**src/verilog/cpu_regs_pkg.sv**
```systemverilog
package cpu_regs_pkg;

  // Register widths
  localparam int NIB_W   = 4;
  localparam int PTR_W   = 2;
  localparam int PC_W    = 14;
  localparam int SP_W    = 10;
  localparam int RAM_AW  = 10;

  // RAM decode boundaries
  localparam logic [9:0] BANK_LO     = 10'h100;
  localparam logic [9:0] BANK_HI     = 10'h2cf;
  localparam logic [9:0] COMMON_HI   = 10'h0ff;
  localparam logic [9:0] STACK_LO    = 10'h3c0;
  localparam logic [9:0] BANK_SEL_AD = 10'h03f;

  // Software register offsets on the plain port
  localparam logic [9:0] OFS_BANK_SEL   = 10'h03f;
  localparam logic [9:0] OFS_IRQ0       = 10'h000;
  localparam logic [9:0] OFS_IRQ1       = 10'h001;
  localparam logic [9:0] OFS_IRQ2       = 10'h002;
  localparam logic [9:0] OFS_IRQ3       = 10'h003;
  localparam logic [9:0] OFS_BITREG     = 10'h020;
  localparam logic [9:0] OFS_PORT_MODE_A = 10'h004;
  localparam logic [9:0] OFS_PORT_MODE_B = 10'h005;
  localparam logic [9:0] OFS_TIMER_A_MODE = 10'h008;
  localparam logic [9:0] OFS_SERIAL_MODE = 10'h00c;
  localparam logic [9:0] OFS_LCD_CTRL   = 10'h01b;
  localparam logic [9:0] OFS_TONE_CTRL  = 10'h01d;
  localparam logic [9:0] OFS_EXTRA      = 10'h00c + 10'h018;
  localparam logic [9:0] OFS_STATUS     = 10'h3bf;
  localparam logic [9:0] OFS_TIMER_B_MODE = 10'h009;
  localparam logic [9:0] OFS_TIMER_C_MODE = 10'h00d;
  localparam logic [9:0] OFS_LCD_MODE     = 10'h01c;
  localparam logic [9:0] OFS_TONE_MODE    = 10'h01e;
  localparam logic [9:0] OFS_RELOAD_B_LO  = 10'h00a;
  localparam logic [9:0] OFS_RELOAD_B_HI  = 10'h00b;
  localparam logic [9:0] OFS_RELOAD_C_LO  = 10'h00e;
  localparam logic [9:0] OFS_RELOAD_C_HI  = 10'h00f;
  localparam logic [9:0] OFS_PORT_LATCH   = 10'h0d0;
  localparam logic [9:0] OFS_PORT_DRIVE   = 10'h0d8;

  // Stack pointer handling
  localparam logic [9:0] SP_RESET = 10'h3ff;
  localparam logic [9:0] SP_STEP  = 10'h004;
  localparam logic [3:0] SP_TOP   = 4'hf;

  // Bit positions in irq word 0
  localparam int GATE_BIT   = 0;
  localparam int REINIT_BIT = 1;

  // Reset values
  localparam logic [13:0] PC_RESET    = 14'h0000;
  localparam logic        BRANCH_RST  = 1'b1;
  localparam logic [3:0]  BANK_RESET  = 4'h0;
  localparam logic [3:0]  MODE_RESET  = 4'h0;
  localparam logic [3:0]  LATCH_RESET = 4'hf;
  localparam logic [3:0]  DRIVE_RESET = 4'h0;
  localparam logic [3:0]  IRQ0_RESET  = 4'h8;
  localparam logic [3:0]  IRQ12_RESET = 4'ha;
  localparam logic [3:0]  IRQ3_RESET  = 4'h2;
  localparam logic [7:0]  COUNT_RESET = 8'h00;
  localparam logic [10:0] PRE_S_RESET = 11'h000;
  localparam logic [7:0]  PRE_W_RESET = 8'h00;
  localparam logic [2:0]  OCT_RESET   = 3'h0;

  // Number of I/O ports
  localparam int NPORT = 4;

endpackage : cpu_regs_pkg

```
**src/verilog/cpu_register_flags_reset.sv**
```systemverilog
`timescale 1ns/100ps
// Function
// - Accumulator and working register hold results
// - Bank selector picks RAM bank 100-2CF
// - Common areas ignore bank; selector at 03F
// - Indirect address from pointers; low addresses port
// - Two shadow pointers supplement mid and low
// - Overflow bit from ALU and set/clear/rotate
// - Interrupt pushes overflow; only interrupt return restores
// - Branch bit latches overflow, not-zero, bit test
// - Jump or invoke fetch forces branch bit one
// - Interrupt pushes branch bit; interrupt return restores
// - Fourteen-bit program pointer of current instruction
// - Stack index resets 3FF, steps by four
// - Upper four stack index bits fixed ones
// - Clearing reinit bit reloads stack index
// - Pins high impedance at power-on
// - Reset: pointer zero, branch one, bank zero
// - Reset: gate and pending clear, blocks set
// - Reset: latches one, drive enables zero
// - Reset clears mode, control, timer, prescaler registers
// - Reset clears four single-bit flag registers
// - Working registers and pointers left uninitialised
// - RAM contents survive reset
module cpu_register_flags_reset (
  input  wire logic        clk,          // System clock
  input  wire logic        rst,          // Asynchronous reset, high
  input  wire logic [9:0]  reg_addr,     // Register address
  input  wire logic [3:0]  reg_wdata,    // Register write data
  input  wire logic        reg_wr,       // Register write strobe
  input  wire logic        reg_rd,       // Register read strobe
  output logic      [3:0]  reg_rdata,    // Read data, cycle after strobe
  input  wire logic        acc_we,       // Load accumulator
  input  wire logic        work_we,      // Load working register
  input  wire logic [3:0]  alu_result,   // ALU result nibble
  input  wire logic        top_we,       // Load top pointer
  input  wire logic        mid_we,       // Load middle pointer
  input  wire logic        low_we,       // Load low pointer
  input  wire logic        smid_we,      // Load shadow middle pointer
  input  wire logic        slow_we,      // Load shadow low pointer
  input  wire logic        alu_ovf,      // ALU overflow this op
  input  wire logic        ovf_upd,      // Arithmetic op updates overflow
  input  wire logic        set_overflow_op,   // Set overflow
  input  wire logic        clear_overflow_op, // Clear overflow
  input  wire logic        rotate_op,    // Rotate left or right
  input  wire logic        rotate_out,   // Bit rotated into overflow
  input  wire logic        cond_upd,     // Arith/compare/test op
  input  wire logic        cond_val,     // Condition result
  input  wire logic        branch_fetch, // Jump or invoke fetched
  input  wire logic        irq_entry,    // Interrupt entry push
  input  wire logic        return_from_interrupt_op, // Restore flags
  input  wire logic        return_op,    // Plain return
  input  wire logic        pop_ovf,      // Overflow from stack
  input  wire logic        pop_cond,     // Branch bit from stack
  input  wire logic        push,         // Stack push
  input  wire logic        pop,          // Stack pop
  input  wire logic        pc_load,      // Load program pointer
  input  wire logic [13:0] pc_value,     // New program pointer
  input  wire logic        pc_step,      // Advance program pointer
  input  wire logic        irq_set_0,    // Pending event source 0
  output logic      [3:0]  acc,          // Accumulator
  output logic      [3:0]  work,         // Working register
  output logic      [9:0]  ram_addr_ind, // Indirect RAM address
  output logic      [3:0]  d_port_sel,   // Discrete port address
  output logic      [3:0]  shadow_mid_pointer, // Shadow middle pointer
  output logic      [3:0]  shadow_low_pointer, // Shadow low pointer
  output logic             overflow_bit, // Overflow flag
  output logic             branch_condition_bit, // Branch flag
  output logic      [1:0]  push_flags,   // Flags pushed on interrupt
  output logic      [13:0] program_pointer, // Program pointer
  output logic      [9:0]  stack_index,  // Stack index
  input  wire logic [9:0]  ram_addr,     // Any RAM access address
  output logic             ram_bank,     // Bank answering the access
  output logic      [15:0] port_out,     // Port pin outputs
  output logic      [15:0] port_oe       // Port pin output enables
);

  // State registers
  logic [3:0]  acc_q, work_q, mid_q, low_q, smid_q, slow_q;
  logic [1:0]  top_q;
  logic        ovf_q, cond_q;
  logic [13:0] pc_q;
  logic [5:0]  sp_lo_q;
  logic [3:0]  bank_q;
  logic [3:0]  irq_q [0:3];
  logic [3:0]  bitreg_q;
  logic [3:0]  mode_a_q, mode_b_q, tmode_q, smode_q, lcd_q, tone_q, extra_q;
  logic [3:0]  tmode_b_q, tmode_c_q, lcd_mode_q, tone_mode_q;
  logic [7:0]  tcount_b_q, tcount_c_q, reload_b_q, reload_c_q;
  logic [3:0]  latch_q [0:cpu_regs_pkg::NPORT-1];
  logic [3:0]  drive_q [0:cpu_regs_pkg::NPORT-1];
  logic [7:0]  tcount_q;
  logic [10:0] pre_s_q;
  logic [7:0]  pre_w_q;
  logic [2:0]  oct_q;
  logic [3:0]  rdata_q;

  logic        reinit_clr;
  logic [9:0]  sp_full;

  // Working data, never reset so software must load them
  always_ff @(posedge clk) begin
    if (acc_we) acc_q <= alu_result;
    if (work_we) work_q <= alu_result;
  end

  // Indirect and shadow pointers, likewise uninitialised
  always_ff @(posedge clk) begin
    if (top_we) top_q <= alu_result[1:0];
    if (mid_we) mid_q <= alu_result;
    if (low_we) low_q <= alu_result;
    if (smid_we) smid_q <= alu_result;
    if (slow_we) slow_q <= alu_result;
  end

  // Overflow flag; no reset value by design
  always_ff @(posedge clk) begin
    if (return_from_interrupt_op) begin
      ovf_q <= pop_ovf;
    end else if (set_overflow_op) begin
      ovf_q <= 1'b1;
    end else if (clear_overflow_op) begin
      ovf_q <= 1'b0;
    end else if (rotate_op) begin
      ovf_q <= rotate_out;
    end else if (ovf_upd) begin
      ovf_q <= alu_ovf;
    end
  end

  // Branch flag; fetch of a jump forces it back to one
  always_ff @(posedge clk or posedge rst) begin
    if (rst) begin
      cond_q <= cpu_regs_pkg::BRANCH_RST;
    end else if (return_from_interrupt_op) begin
      cond_q <= pop_cond;
    end else if (branch_fetch) begin
      cond_q <= 1'b1;
    end else if (cond_upd) begin
      cond_q <= cond_val;
    end
  end

  // Program pointer
  always_ff @(posedge clk or posedge rst) begin
    if (rst) begin
      pc_q <= cpu_regs_pkg::PC_RESET;
    end else if (pc_load) begin
      pc_q <= pc_value;
    end else if (pc_step) begin
      pc_q <= 14'(pc_q + 14'h0001);
    end
  end

  // Clearing the reinit bit through a write reloads the stack
  assign reinit_clr = reg_wr && (reg_addr == cpu_regs_pkg::OFS_IRQ0) &&
                      !reg_wdata[cpu_regs_pkg::REINIT_BIT];

  // Only low six bits are stored; top four are hardwired ones
  always_ff @(posedge clk or posedge rst) begin
    if (rst) begin
      sp_lo_q <= cpu_regs_pkg::SP_RESET[5:0];
    end else if (reinit_clr) begin
      sp_lo_q <= cpu_regs_pkg::SP_RESET[5:0];
    end else if (push && !pop) begin
      sp_lo_q <= 6'(sp_lo_q - cpu_regs_pkg::SP_STEP[5:0]);
    end else if (pop && !push) begin
      sp_lo_q <= 6'(sp_lo_q + cpu_regs_pkg::SP_STEP[5:0]);
    end
  end
  assign sp_full = {cpu_regs_pkg::SP_TOP, sp_lo_q};

  // Bank selector and single-bit flag registers
  always_ff @(posedge clk or posedge rst) begin
    if (rst) begin
      bank_q   <= cpu_regs_pkg::BANK_RESET;
      bitreg_q <= cpu_regs_pkg::MODE_RESET;
    end else if (reg_wr) begin
      if (reg_addr == cpu_regs_pkg::OFS_BANK_SEL) bank_q <= reg_wdata;
      if (reg_addr == cpu_regs_pkg::OFS_BITREG) bitreg_q <= reg_wdata;
    end
  end

  // Interrupt control words; pending bit 2 of word 0 set by hardware or by a software write
  always_ff @(posedge clk or posedge rst) begin
    if (rst) begin
      irq_q[0] <= cpu_regs_pkg::IRQ0_RESET;
      irq_q[1] <= cpu_regs_pkg::IRQ12_RESET;
      irq_q[2] <= cpu_regs_pkg::IRQ12_RESET;
      irq_q[3] <= cpu_regs_pkg::IRQ3_RESET;
    end else begin
      for (int i = 0; i < 4; i++) begin
        if (reg_wr && reg_addr == 10'(i)) irq_q[i] <= reg_wdata;
      end
      if (irq_entry) irq_q[0][cpu_regs_pkg::GATE_BIT] <= 1'b0;
      if (irq_set_0) irq_q[0][2] <= 1'b1; // Set beats clear
    end
  end

  // Mode, control, timer and prescaler state
  always_ff @(posedge clk or posedge rst) begin
    if (rst) begin
      mode_a_q <= cpu_regs_pkg::MODE_RESET;
      mode_b_q <= cpu_regs_pkg::MODE_RESET;
      tmode_q  <= cpu_regs_pkg::MODE_RESET;
      smode_q  <= cpu_regs_pkg::MODE_RESET;
      lcd_q    <= cpu_regs_pkg::MODE_RESET;
      tone_q   <= cpu_regs_pkg::MODE_RESET;
      extra_q  <= cpu_regs_pkg::MODE_RESET;
      tcount_q <= cpu_regs_pkg::COUNT_RESET;
      pre_s_q  <= cpu_regs_pkg::PRE_S_RESET;
      pre_w_q  <= cpu_regs_pkg::PRE_W_RESET;
      oct_q    <= cpu_regs_pkg::OCT_RESET;
    end else begin
      pre_s_q <= 11'(pre_s_q + 11'h001);
      pre_w_q <= 8'(pre_w_q + 8'h01);
      oct_q   <= 3'(oct_q + 3'h1);
      if (tmode_q != cpu_regs_pkg::MODE_RESET) tcount_q <= 8'(tcount_q + 8'h01);
      if (reg_wr) begin
        case (reg_addr)
          cpu_regs_pkg::OFS_PORT_MODE_A:  mode_a_q <= reg_wdata;
          cpu_regs_pkg::OFS_PORT_MODE_B:  mode_b_q <= reg_wdata;
          cpu_regs_pkg::OFS_TIMER_A_MODE: tmode_q  <= reg_wdata;
          cpu_regs_pkg::OFS_SERIAL_MODE:  smode_q  <= reg_wdata;
          cpu_regs_pkg::OFS_LCD_CTRL:     lcd_q    <= reg_wdata;
          cpu_regs_pkg::OFS_TONE_CTRL:    tone_q   <= reg_wdata;
          cpu_regs_pkg::OFS_EXTRA:        extra_q  <= reg_wdata;
          default: ;
        endcase
      end
    end
  end

  // Timer B/C, display and tone mode state; reloads written a nibble at a time
  always_ff @(posedge clk or posedge rst) begin
    if (rst) begin
      tmode_b_q   <= cpu_regs_pkg::MODE_RESET;
      tmode_c_q   <= cpu_regs_pkg::MODE_RESET;
      lcd_mode_q  <= cpu_regs_pkg::MODE_RESET;
      tone_mode_q <= cpu_regs_pkg::MODE_RESET;
      reload_b_q  <= cpu_regs_pkg::COUNT_RESET;
      reload_c_q  <= cpu_regs_pkg::COUNT_RESET;
    end else if (reg_wr) begin
      case (reg_addr)
        cpu_regs_pkg::OFS_TIMER_B_MODE: tmode_b_q       <= reg_wdata;
        cpu_regs_pkg::OFS_TIMER_C_MODE: tmode_c_q       <= reg_wdata;
        cpu_regs_pkg::OFS_LCD_MODE:     lcd_mode_q      <= reg_wdata;
        cpu_regs_pkg::OFS_TONE_MODE:    tone_mode_q     <= reg_wdata;
        cpu_regs_pkg::OFS_RELOAD_B_LO:  reload_b_q[3:0] <= reg_wdata;
        cpu_regs_pkg::OFS_RELOAD_B_HI:  reload_b_q[7:4] <= reg_wdata;
        cpu_regs_pkg::OFS_RELOAD_C_LO:  reload_c_q[3:0] <= reg_wdata;
        cpu_regs_pkg::OFS_RELOAD_C_HI:  reload_c_q[7:4] <= reg_wdata;
        default: ;
      endcase
    end
  end

  // Timers B and C count while enabled; wrap reloads so a half-written reload may load
  always_ff @(posedge clk or posedge rst) begin
    if (rst) begin
      tcount_b_q <= cpu_regs_pkg::COUNT_RESET;
      tcount_c_q <= cpu_regs_pkg::COUNT_RESET;
    end else begin
      if (tmode_b_q != cpu_regs_pkg::MODE_RESET) begin
        tcount_b_q <= (tcount_b_q == 8'hff) ? reload_b_q : 8'(tcount_b_q + 8'h01);
      end
      if (tmode_c_q != cpu_regs_pkg::MODE_RESET) begin
        tcount_c_q <= (tcount_c_q == 8'hff) ? reload_c_q : 8'(tcount_c_q + 8'h01);
      end
    end
  end

  // Port latches and drive enables, one pair per port
  generate
    for (genvar p = 0; p < cpu_regs_pkg::NPORT; p++) begin : g_port
      always_ff @(posedge clk or posedge rst) begin
        if (rst) begin
          latch_q[p] <= cpu_regs_pkg::LATCH_RESET;
          drive_q[p] <= cpu_regs_pkg::DRIVE_RESET;
        end else if (reg_wr && reg_addr == 10'(cpu_regs_pkg::OFS_PORT_LATCH + 10'(p))) begin
          latch_q[p] <= reg_wdata;
        end else if (reg_wr && reg_addr == 10'(cpu_regs_pkg::OFS_PORT_DRIVE + 10'(p))) begin
          drive_q[p] <= reg_wdata;
        end
      end
      assign port_out[4*p +: 4] = latch_q[p];
      assign port_oe[4*p +: 4]  = drive_q[p];
    end
  endgenerate

  // Read data, registered one cycle after the strobe
  always_ff @(posedge clk or posedge rst) begin
    if (rst) begin
      rdata_q <= 4'h0;
    end else if (reg_rd) begin
      case (reg_addr)
        cpu_regs_pkg::OFS_BANK_SEL: rdata_q <= bank_q;
        cpu_regs_pkg::OFS_IRQ0:     rdata_q <= irq_q[0];
        cpu_regs_pkg::OFS_IRQ1:     rdata_q <= irq_q[1];
        cpu_regs_pkg::OFS_IRQ2:     rdata_q <= irq_q[2];
        cpu_regs_pkg::OFS_IRQ3:     rdata_q <= irq_q[3];
        cpu_regs_pkg::OFS_BITREG:   rdata_q <= bitreg_q;
        cpu_regs_pkg::OFS_PORT_MODE_A: rdata_q <= mode_a_q;
        cpu_regs_pkg::OFS_PORT_MODE_B: rdata_q <= mode_b_q;
        cpu_regs_pkg::OFS_TIMER_A_MODE: rdata_q <= tmode_q;
        cpu_regs_pkg::OFS_TIMER_B_MODE: rdata_q <= tmode_b_q;
        cpu_regs_pkg::OFS_TIMER_C_MODE: rdata_q <= tmode_c_q;
        cpu_regs_pkg::OFS_SERIAL_MODE: rdata_q <= smode_q;
        cpu_regs_pkg::OFS_LCD_CTRL: rdata_q <= lcd_q;
        cpu_regs_pkg::OFS_LCD_MODE: rdata_q <= lcd_mode_q;
        cpu_regs_pkg::OFS_TONE_CTRL: rdata_q <= tone_q;
        cpu_regs_pkg::OFS_TONE_MODE: rdata_q <= tone_mode_q;
        cpu_regs_pkg::OFS_EXTRA:    rdata_q <= extra_q;
        cpu_regs_pkg::OFS_RELOAD_B_LO: rdata_q <= reload_b_q[3:0];
        cpu_regs_pkg::OFS_RELOAD_B_HI: rdata_q <= reload_b_q[7:4];
        cpu_regs_pkg::OFS_RELOAD_C_LO: rdata_q <= reload_c_q[3:0];
        cpu_regs_pkg::OFS_RELOAD_C_HI: rdata_q <= reload_c_q[7:4];
        cpu_regs_pkg::OFS_STATUS:   rdata_q <= {2'h0, ovf_q, cond_q};
        // Port latches and drive enables sit in two runs of NPORT words
        default: begin
          rdata_q <= 4'h0;
          for (int p = 0; p < cpu_regs_pkg::NPORT; p++) begin
            if (reg_addr == 10'(cpu_regs_pkg::OFS_PORT_LATCH + 10'(p))) rdata_q <= latch_q[p];
            if (reg_addr == 10'(cpu_regs_pkg::OFS_PORT_DRIVE + 10'(p))) rdata_q <= drive_q[p];
          end
        end
      endcase
    end else begin
      rdata_q <= 4'h0;
    end
  end

  // Outputs; RAM array lives outside and has no reset
  assign reg_rdata            = rdata_q;
  assign acc                  = acc_q;
  assign work                 = work_q;
  assign ram_addr_ind         = {top_q, mid_q, low_q};
  assign d_port_sel           = low_q;
  assign shadow_mid_pointer   = smid_q;
  assign shadow_low_pointer   = slow_q;
  assign overflow_bit         = ovf_q;
  assign branch_condition_bit = cond_q;
  assign push_flags           = {ovf_q, cond_q};
  assign program_pointer      = pc_q;
  assign stack_index          = sp_full;
  // Banked window only; common and stack areas always bank 0
  assign ram_bank = (ram_addr >= cpu_regs_pkg::BANK_LO) &&
                    (ram_addr <= cpu_regs_pkg::BANK_HI) && bank_q[0];

endmodule : cpu_register_flags_reset

```
**config.mk**
```make
export PLATFORM = sky130hd
export DESIGN_NAME = cpu_register_flags_reset
export DESIGN_NICKNAME = d
export VERILOG_FILES = /design/src/verilog/cpu_regs_pkg.sv /design/src/verilog/cpu_register_flags_reset.sv
export SDC_FILE = /design/constraint.sdc
export NUM_CORES = 1
export LEC_CHECK = 0
export BUFFER_PORTS_ARGS = -buffer_cell sky130_fd_sc_hd__buf_2
export CAP_MARGIN = 10
export CORE_MARGIN = 2
export CORE_UTILIZATION = 34
export DETAILED_ROUTE_END_ITERATION = 6
export SYNTH_ARGS = -nofsm -noshare
export SYNTH_HDL_FRONTEND = slang
export SYNTH_SLANG_ARGS = --single-unit
```
**constraint.sdc**
```tcl
create_clock -name clk -period 5.3 [get_ports clk]
set_input_delay 1.06 -clock clk [delete_from_list [all_inputs] [get_ports clk]]
set_output_delay 1.06 -clock clk [all_outputs]
set_load 0.01 [all_outputs]
```
==> out/qor_table.md <==
| Stage | Quantity | This run |
|---|---|---|
| clock tree | Post-CTS Hold Fix Bufs | 0 |
| synth | Fraction of synthesis flops using an asynchronous set or reset pin | 0.838 |
| sta | Normalized max-slew margin | 0.332 |
| clock tree | Number of levels in the clock H-tree | 4 |
| power and ir drop | Combinational Power Share | 0.109 |
| layout | Number of nets in the layout | 882 |
| routing | Detailed-route via count | 5992 |
| worst setup path | Crit. End Element | register |
| die | Placement Rows | 56 |
| layout | Layout cell share with drive strength beyond 1 | 0.443 |
| worst setup path | Worst path arrival time | 3.47 ns |
| clock tree | Clock network latency to the later pin of the worst-skew pair | 0.43 ns |
| sta | Portion of the clock cycle consumed by the worst path in the final layout | 0.593 |
| synth | Share of the yosys chip area belonging to registers | 0.532 |
| synth | Post-synthesis cell type count | 71 |
| layout | Area Overhead vs Synth | 18.8% |
| routing | Met3 wire length | 1.44 mm |
| synth | Number of enable flip-flop cells after synthesis | 27 |
| sta | RSZ-0062 raised after global routing | no |
| routing | Number of nets still failing antenna checks after routing | 0 |
| power and ir drop | Power spent charging and discharging nets | 0.817 mW |
| clock tree | CTS clk-pin slew, worst paths | 0.07 ns |
| clock tree | CTS max path bufs | 2 |
| worst setup path | Required time of the critical path | 5.62 ns |
| synth | Total standard cell area after synthesis | 8180 um2 |
| layout | Footprint of the flip-flops and latches | 4350 um2 |
| sta | Fin. Hold Viols | 0 |
| power and ir drop | Total chip power | 2.99 mW |
| worst hold path | Worst hold path startpoint | irq_q[13]$_DFFE_PP0P_ |
| grt | GRT overflow | 0 |
| clock tree | Clock buffers created by TritonCTS | 17 |
| job | Maxcap violations | 0 |
| sta | Max-slew violation count | 0 |
| synth | Number of warnings reported in the yosys synthesis log | 0 |
| worst setup path | Largest driver fanout on the critical path | 26 |
| routing | Final wirelength | 21.7 mm |
| place | DP Wirelength | 14.8 mm |
| sta | Final sum of negative setup slack | 0 ns |
| sta | Worst-case clock skew | 0.00501 ns |
| routing | Post-route DRC violation count | 0 |
| die | Die Span Y | 159 um |
| routing | Routed wl met2 | 9.84 mm |
| run status | Outcome | completed |
| grt | Overall global routing resource usage | 0.173 |
| routing | WL per Instance | 19.0 um |
| worst setup path | R2r startpoint | bank_q[1]$_DFFE_PP0P_ |
| place | RePlAce Congestion | 0.845 |
| sta | Slew @ Worst Pin | 1.00 ns |
| routing | Detailed Routing Iterations Pass 1 | 7 |
| synth | Avg Synthesized Cell Area | 12.1 um2 |
| clock tree | Post-CTS Repair Setup Buffers | 0 |
| worst hold path | Hold crit path type | register to register |
| synth | Number of synthesized register bits | 167 |
| clock tree | Post-cts repair resize count | 0 |
| routing | Violation count after the first detailed-route iteration | 362 |
| routing | Vias per inst | 5.26 |
| power and ir drop | Worst supply voltage drop on vdd | 188 uV |
| grt | Number of global-route vias before repair | 5985 |
| worst setup path | Worst reg-to-reg setup slack | 3.19 ns |
| sta | Maximum frequency from static timing analysis | 318 MHz |
| grt | First-pass GRT wire length | 34.5 mm |
| worst hold path | Hold Crit Depth | 1 |
| die | Die area | 25300 um2 |
| power and ir drop | Static leakage power | 4.42 nW |
| worst setup path | Worst setup path class | input port to register |
| power and ir drop | Switching fraction of total power | 0.274 |
| die | Overall die width | 159 um |
| worst hold path | Hold Path Sink | irq_q[13]$_DFFE_PP0P_ |
| power and ir drop | Sequential group share of total power | 0.475 |
| routing | Top layer reached by signal wires | met5 |
| worst setup path | Path depth of the worst reg2reg path | 6 |
| worst setup path | Endpoint of the worst register-to-register path | reg_rdata[1]$_DFF_PP0_ |
| die | # IOs | 167 |
| layout | Most common library cell in the layout ignoring fill and taps | buf_2 |
| die | Area of the core | 23500 um2 |
| power and ir drop | Pwr/cell area | 308 nW/um2 |
| layout | Area of the multi-input gates | 3520 um2 |
| sta | Setup violation total in the final timing report | 0 |
| clock tree | Sinks on Clock Net | 167 |
| sta | Post-layout minimum cycle time | 3.14 ns |
| layout | Highest-count cells in the layout ignoring fill and taps | buf_2 (157), mux2_2 (114), dfrtp_1 (112) |
| power and ir drop | Part of the total power dissipated in the clock network | 0.416 |
| layout | Final-layout fill cell count | 2313 |
| place | Number of input and output port buffers inserted | 157 |
| grt | Pin count of the biggest net entering global routing | 110 |
| worst setup path | Kind of start point of the critical path | input port |
| die | Starting density of the core | 0.347 |
| synth | Dominant synthesized flop cell | dfrtp_1 |
| power and ir drop | Cell-internal power | 2.17 mW |
| grt | Number of antenna violations at the first check in global routing | 3 |
| clock tree | Master cell of the clock root buffer | clkbuf_16 |
| synth | Synth Instances | 678 |
| clock tree | CTS tree | done |
| routing | Post-Route M1 WL | 10.0 mm |
-- layout make-up --
| class | count | area share |
|---|---|---|
| inverters | 6 | 0.00283 |
| clock buffers | 17 | 0.0438 |
| clock inverters | 15 | 0.0161 |
| well taps | 319 | 0.0411 |
| multi-input cells | 451 | 0.363 |
| repair buffers | 163 | 0.0855 |
| flip-flops and latches | 167 | 0.448 |
| diodes | 1 | 0.000258 |
-- worst max-delay path by stage --
stage / slack (ns) / from / to / depth (start not counted)
finish: 2.16 / reg_addr[3] / reg_rdata[0]$_DFF_PP0_ / 7
global route: 2.00 / reg_addr[3] / reg_rdata[0]$_DFF_PP0_ / 7
CTS: 2.23 / reg_addr[1] / reg_rdata[3]$_DFF_PP0_ / 8
detailed placement: 1.78 / reg_addr[1] / reg_rdata[3]$_DFF_PP0_ / 8
global placement: 1.76 / reg_addr[3] / reg_rdata[0]$_DFF_PP0_ / 7
floorplan: 0.53 / rst / bank_q[0]$_DFFE_PP0P_ / 1
-- worst max-delay path: stages --
cell and delay, ns:
buf_2 0.39, or4b_2 0.86, a211oi_1 0.24, a21oi_1 0.07, a211oi_1 0.41, o32ai_1 0.15
a21boi_0 0.27
-- kinds of logic after synthesis --
family / share of synthesized area
DFF: 0.532
and+or+nand+nor: 0.146
other: 0.000459
muxes: 0.183
AOI/OAI and AO/OA: 0.0756
buffers and inverters: 0.0393
xor gates and xnor gates: 0.0171
adders and majority gates: 0.00704
-- cell usage after synthesis, types with 8 or more instances --
| cell type | n | area share |
|---|---|---|
| nand2b_1 | 9 | 0.0069 |
| nand3_1 | 37 | 0.023 |
| buf_2 | 10 | 0.0061 |
| and3_1 | 8 | 0.0061 |
| a21oi_1 | 9 | 0.0055 |
| edfxtp_1 | 27 | 0.099 |
| nor3_1 | 11 | 0.0067 |
| buf_4 | 13 | 0.012 |
| nor2_1 | 21 | 0.0096 |
| dfstp_2 | 28 | 0.090 |
| xor2_1 | 12 | 0.013 |
| o21ai_0 | 27 | 0.017 |
| clkbuf_1 | 31 | 0.014 |
| mux2i_1 | 12 | 0.015 |
| nand2_1 | 62 | 0.028 |
| mux2_2 | 114 | 0.16 |
| dfrtp_1 | 112 | 0.34 |
-- stage by stage --
step	instance area, um2	std cells	util	hold slack, ns	setup WS [ns]
final	9710	1139	0.413	0.499	2.16
after detailed placement	9130	1106	0.388	0.489	1.78
after floorplan	8190	681	-	0.460	0.533
after global placement	9130	1106	0.388	0.482	1.76
after CTS	9710	1138	0.413	0.503	2.23
after global routing	9710	1139	0.413	0.518	2.00
-- registers in the layout, indices dropped and copies added (netlist names), 5 cells and up --
name             count
port_out            16
program_pointer     14
sp_lo_q              5
reload_c_q           8
port_oe             16
reload_b_q           8
irq_q               16
-- per-layer routing --
layer  track usage  up-vias
li1              -     2754
met1         0.244     2971
met2         0.263      239
met3        0.0427       26
met4        0.0508        2
met5             0        -
-- power by group through the flow --
stage / Sequential (mW) / Combinational [mW] / Clock (mW)
2_1_floorplan: 1.46 / 0.179 / 0
3_3_place_gp: 1.44 / 0.326 / 0
3_5_place_dp: 1.45 / 0.331 / 0
4_1_cts: 1.42 / 0.332 / 1.27
5_1_grt: 1.43 / 0.365 / 1.32
6_report: 1.42 / 0.325 / 1.24
Power figures use the tool's default switching activity.
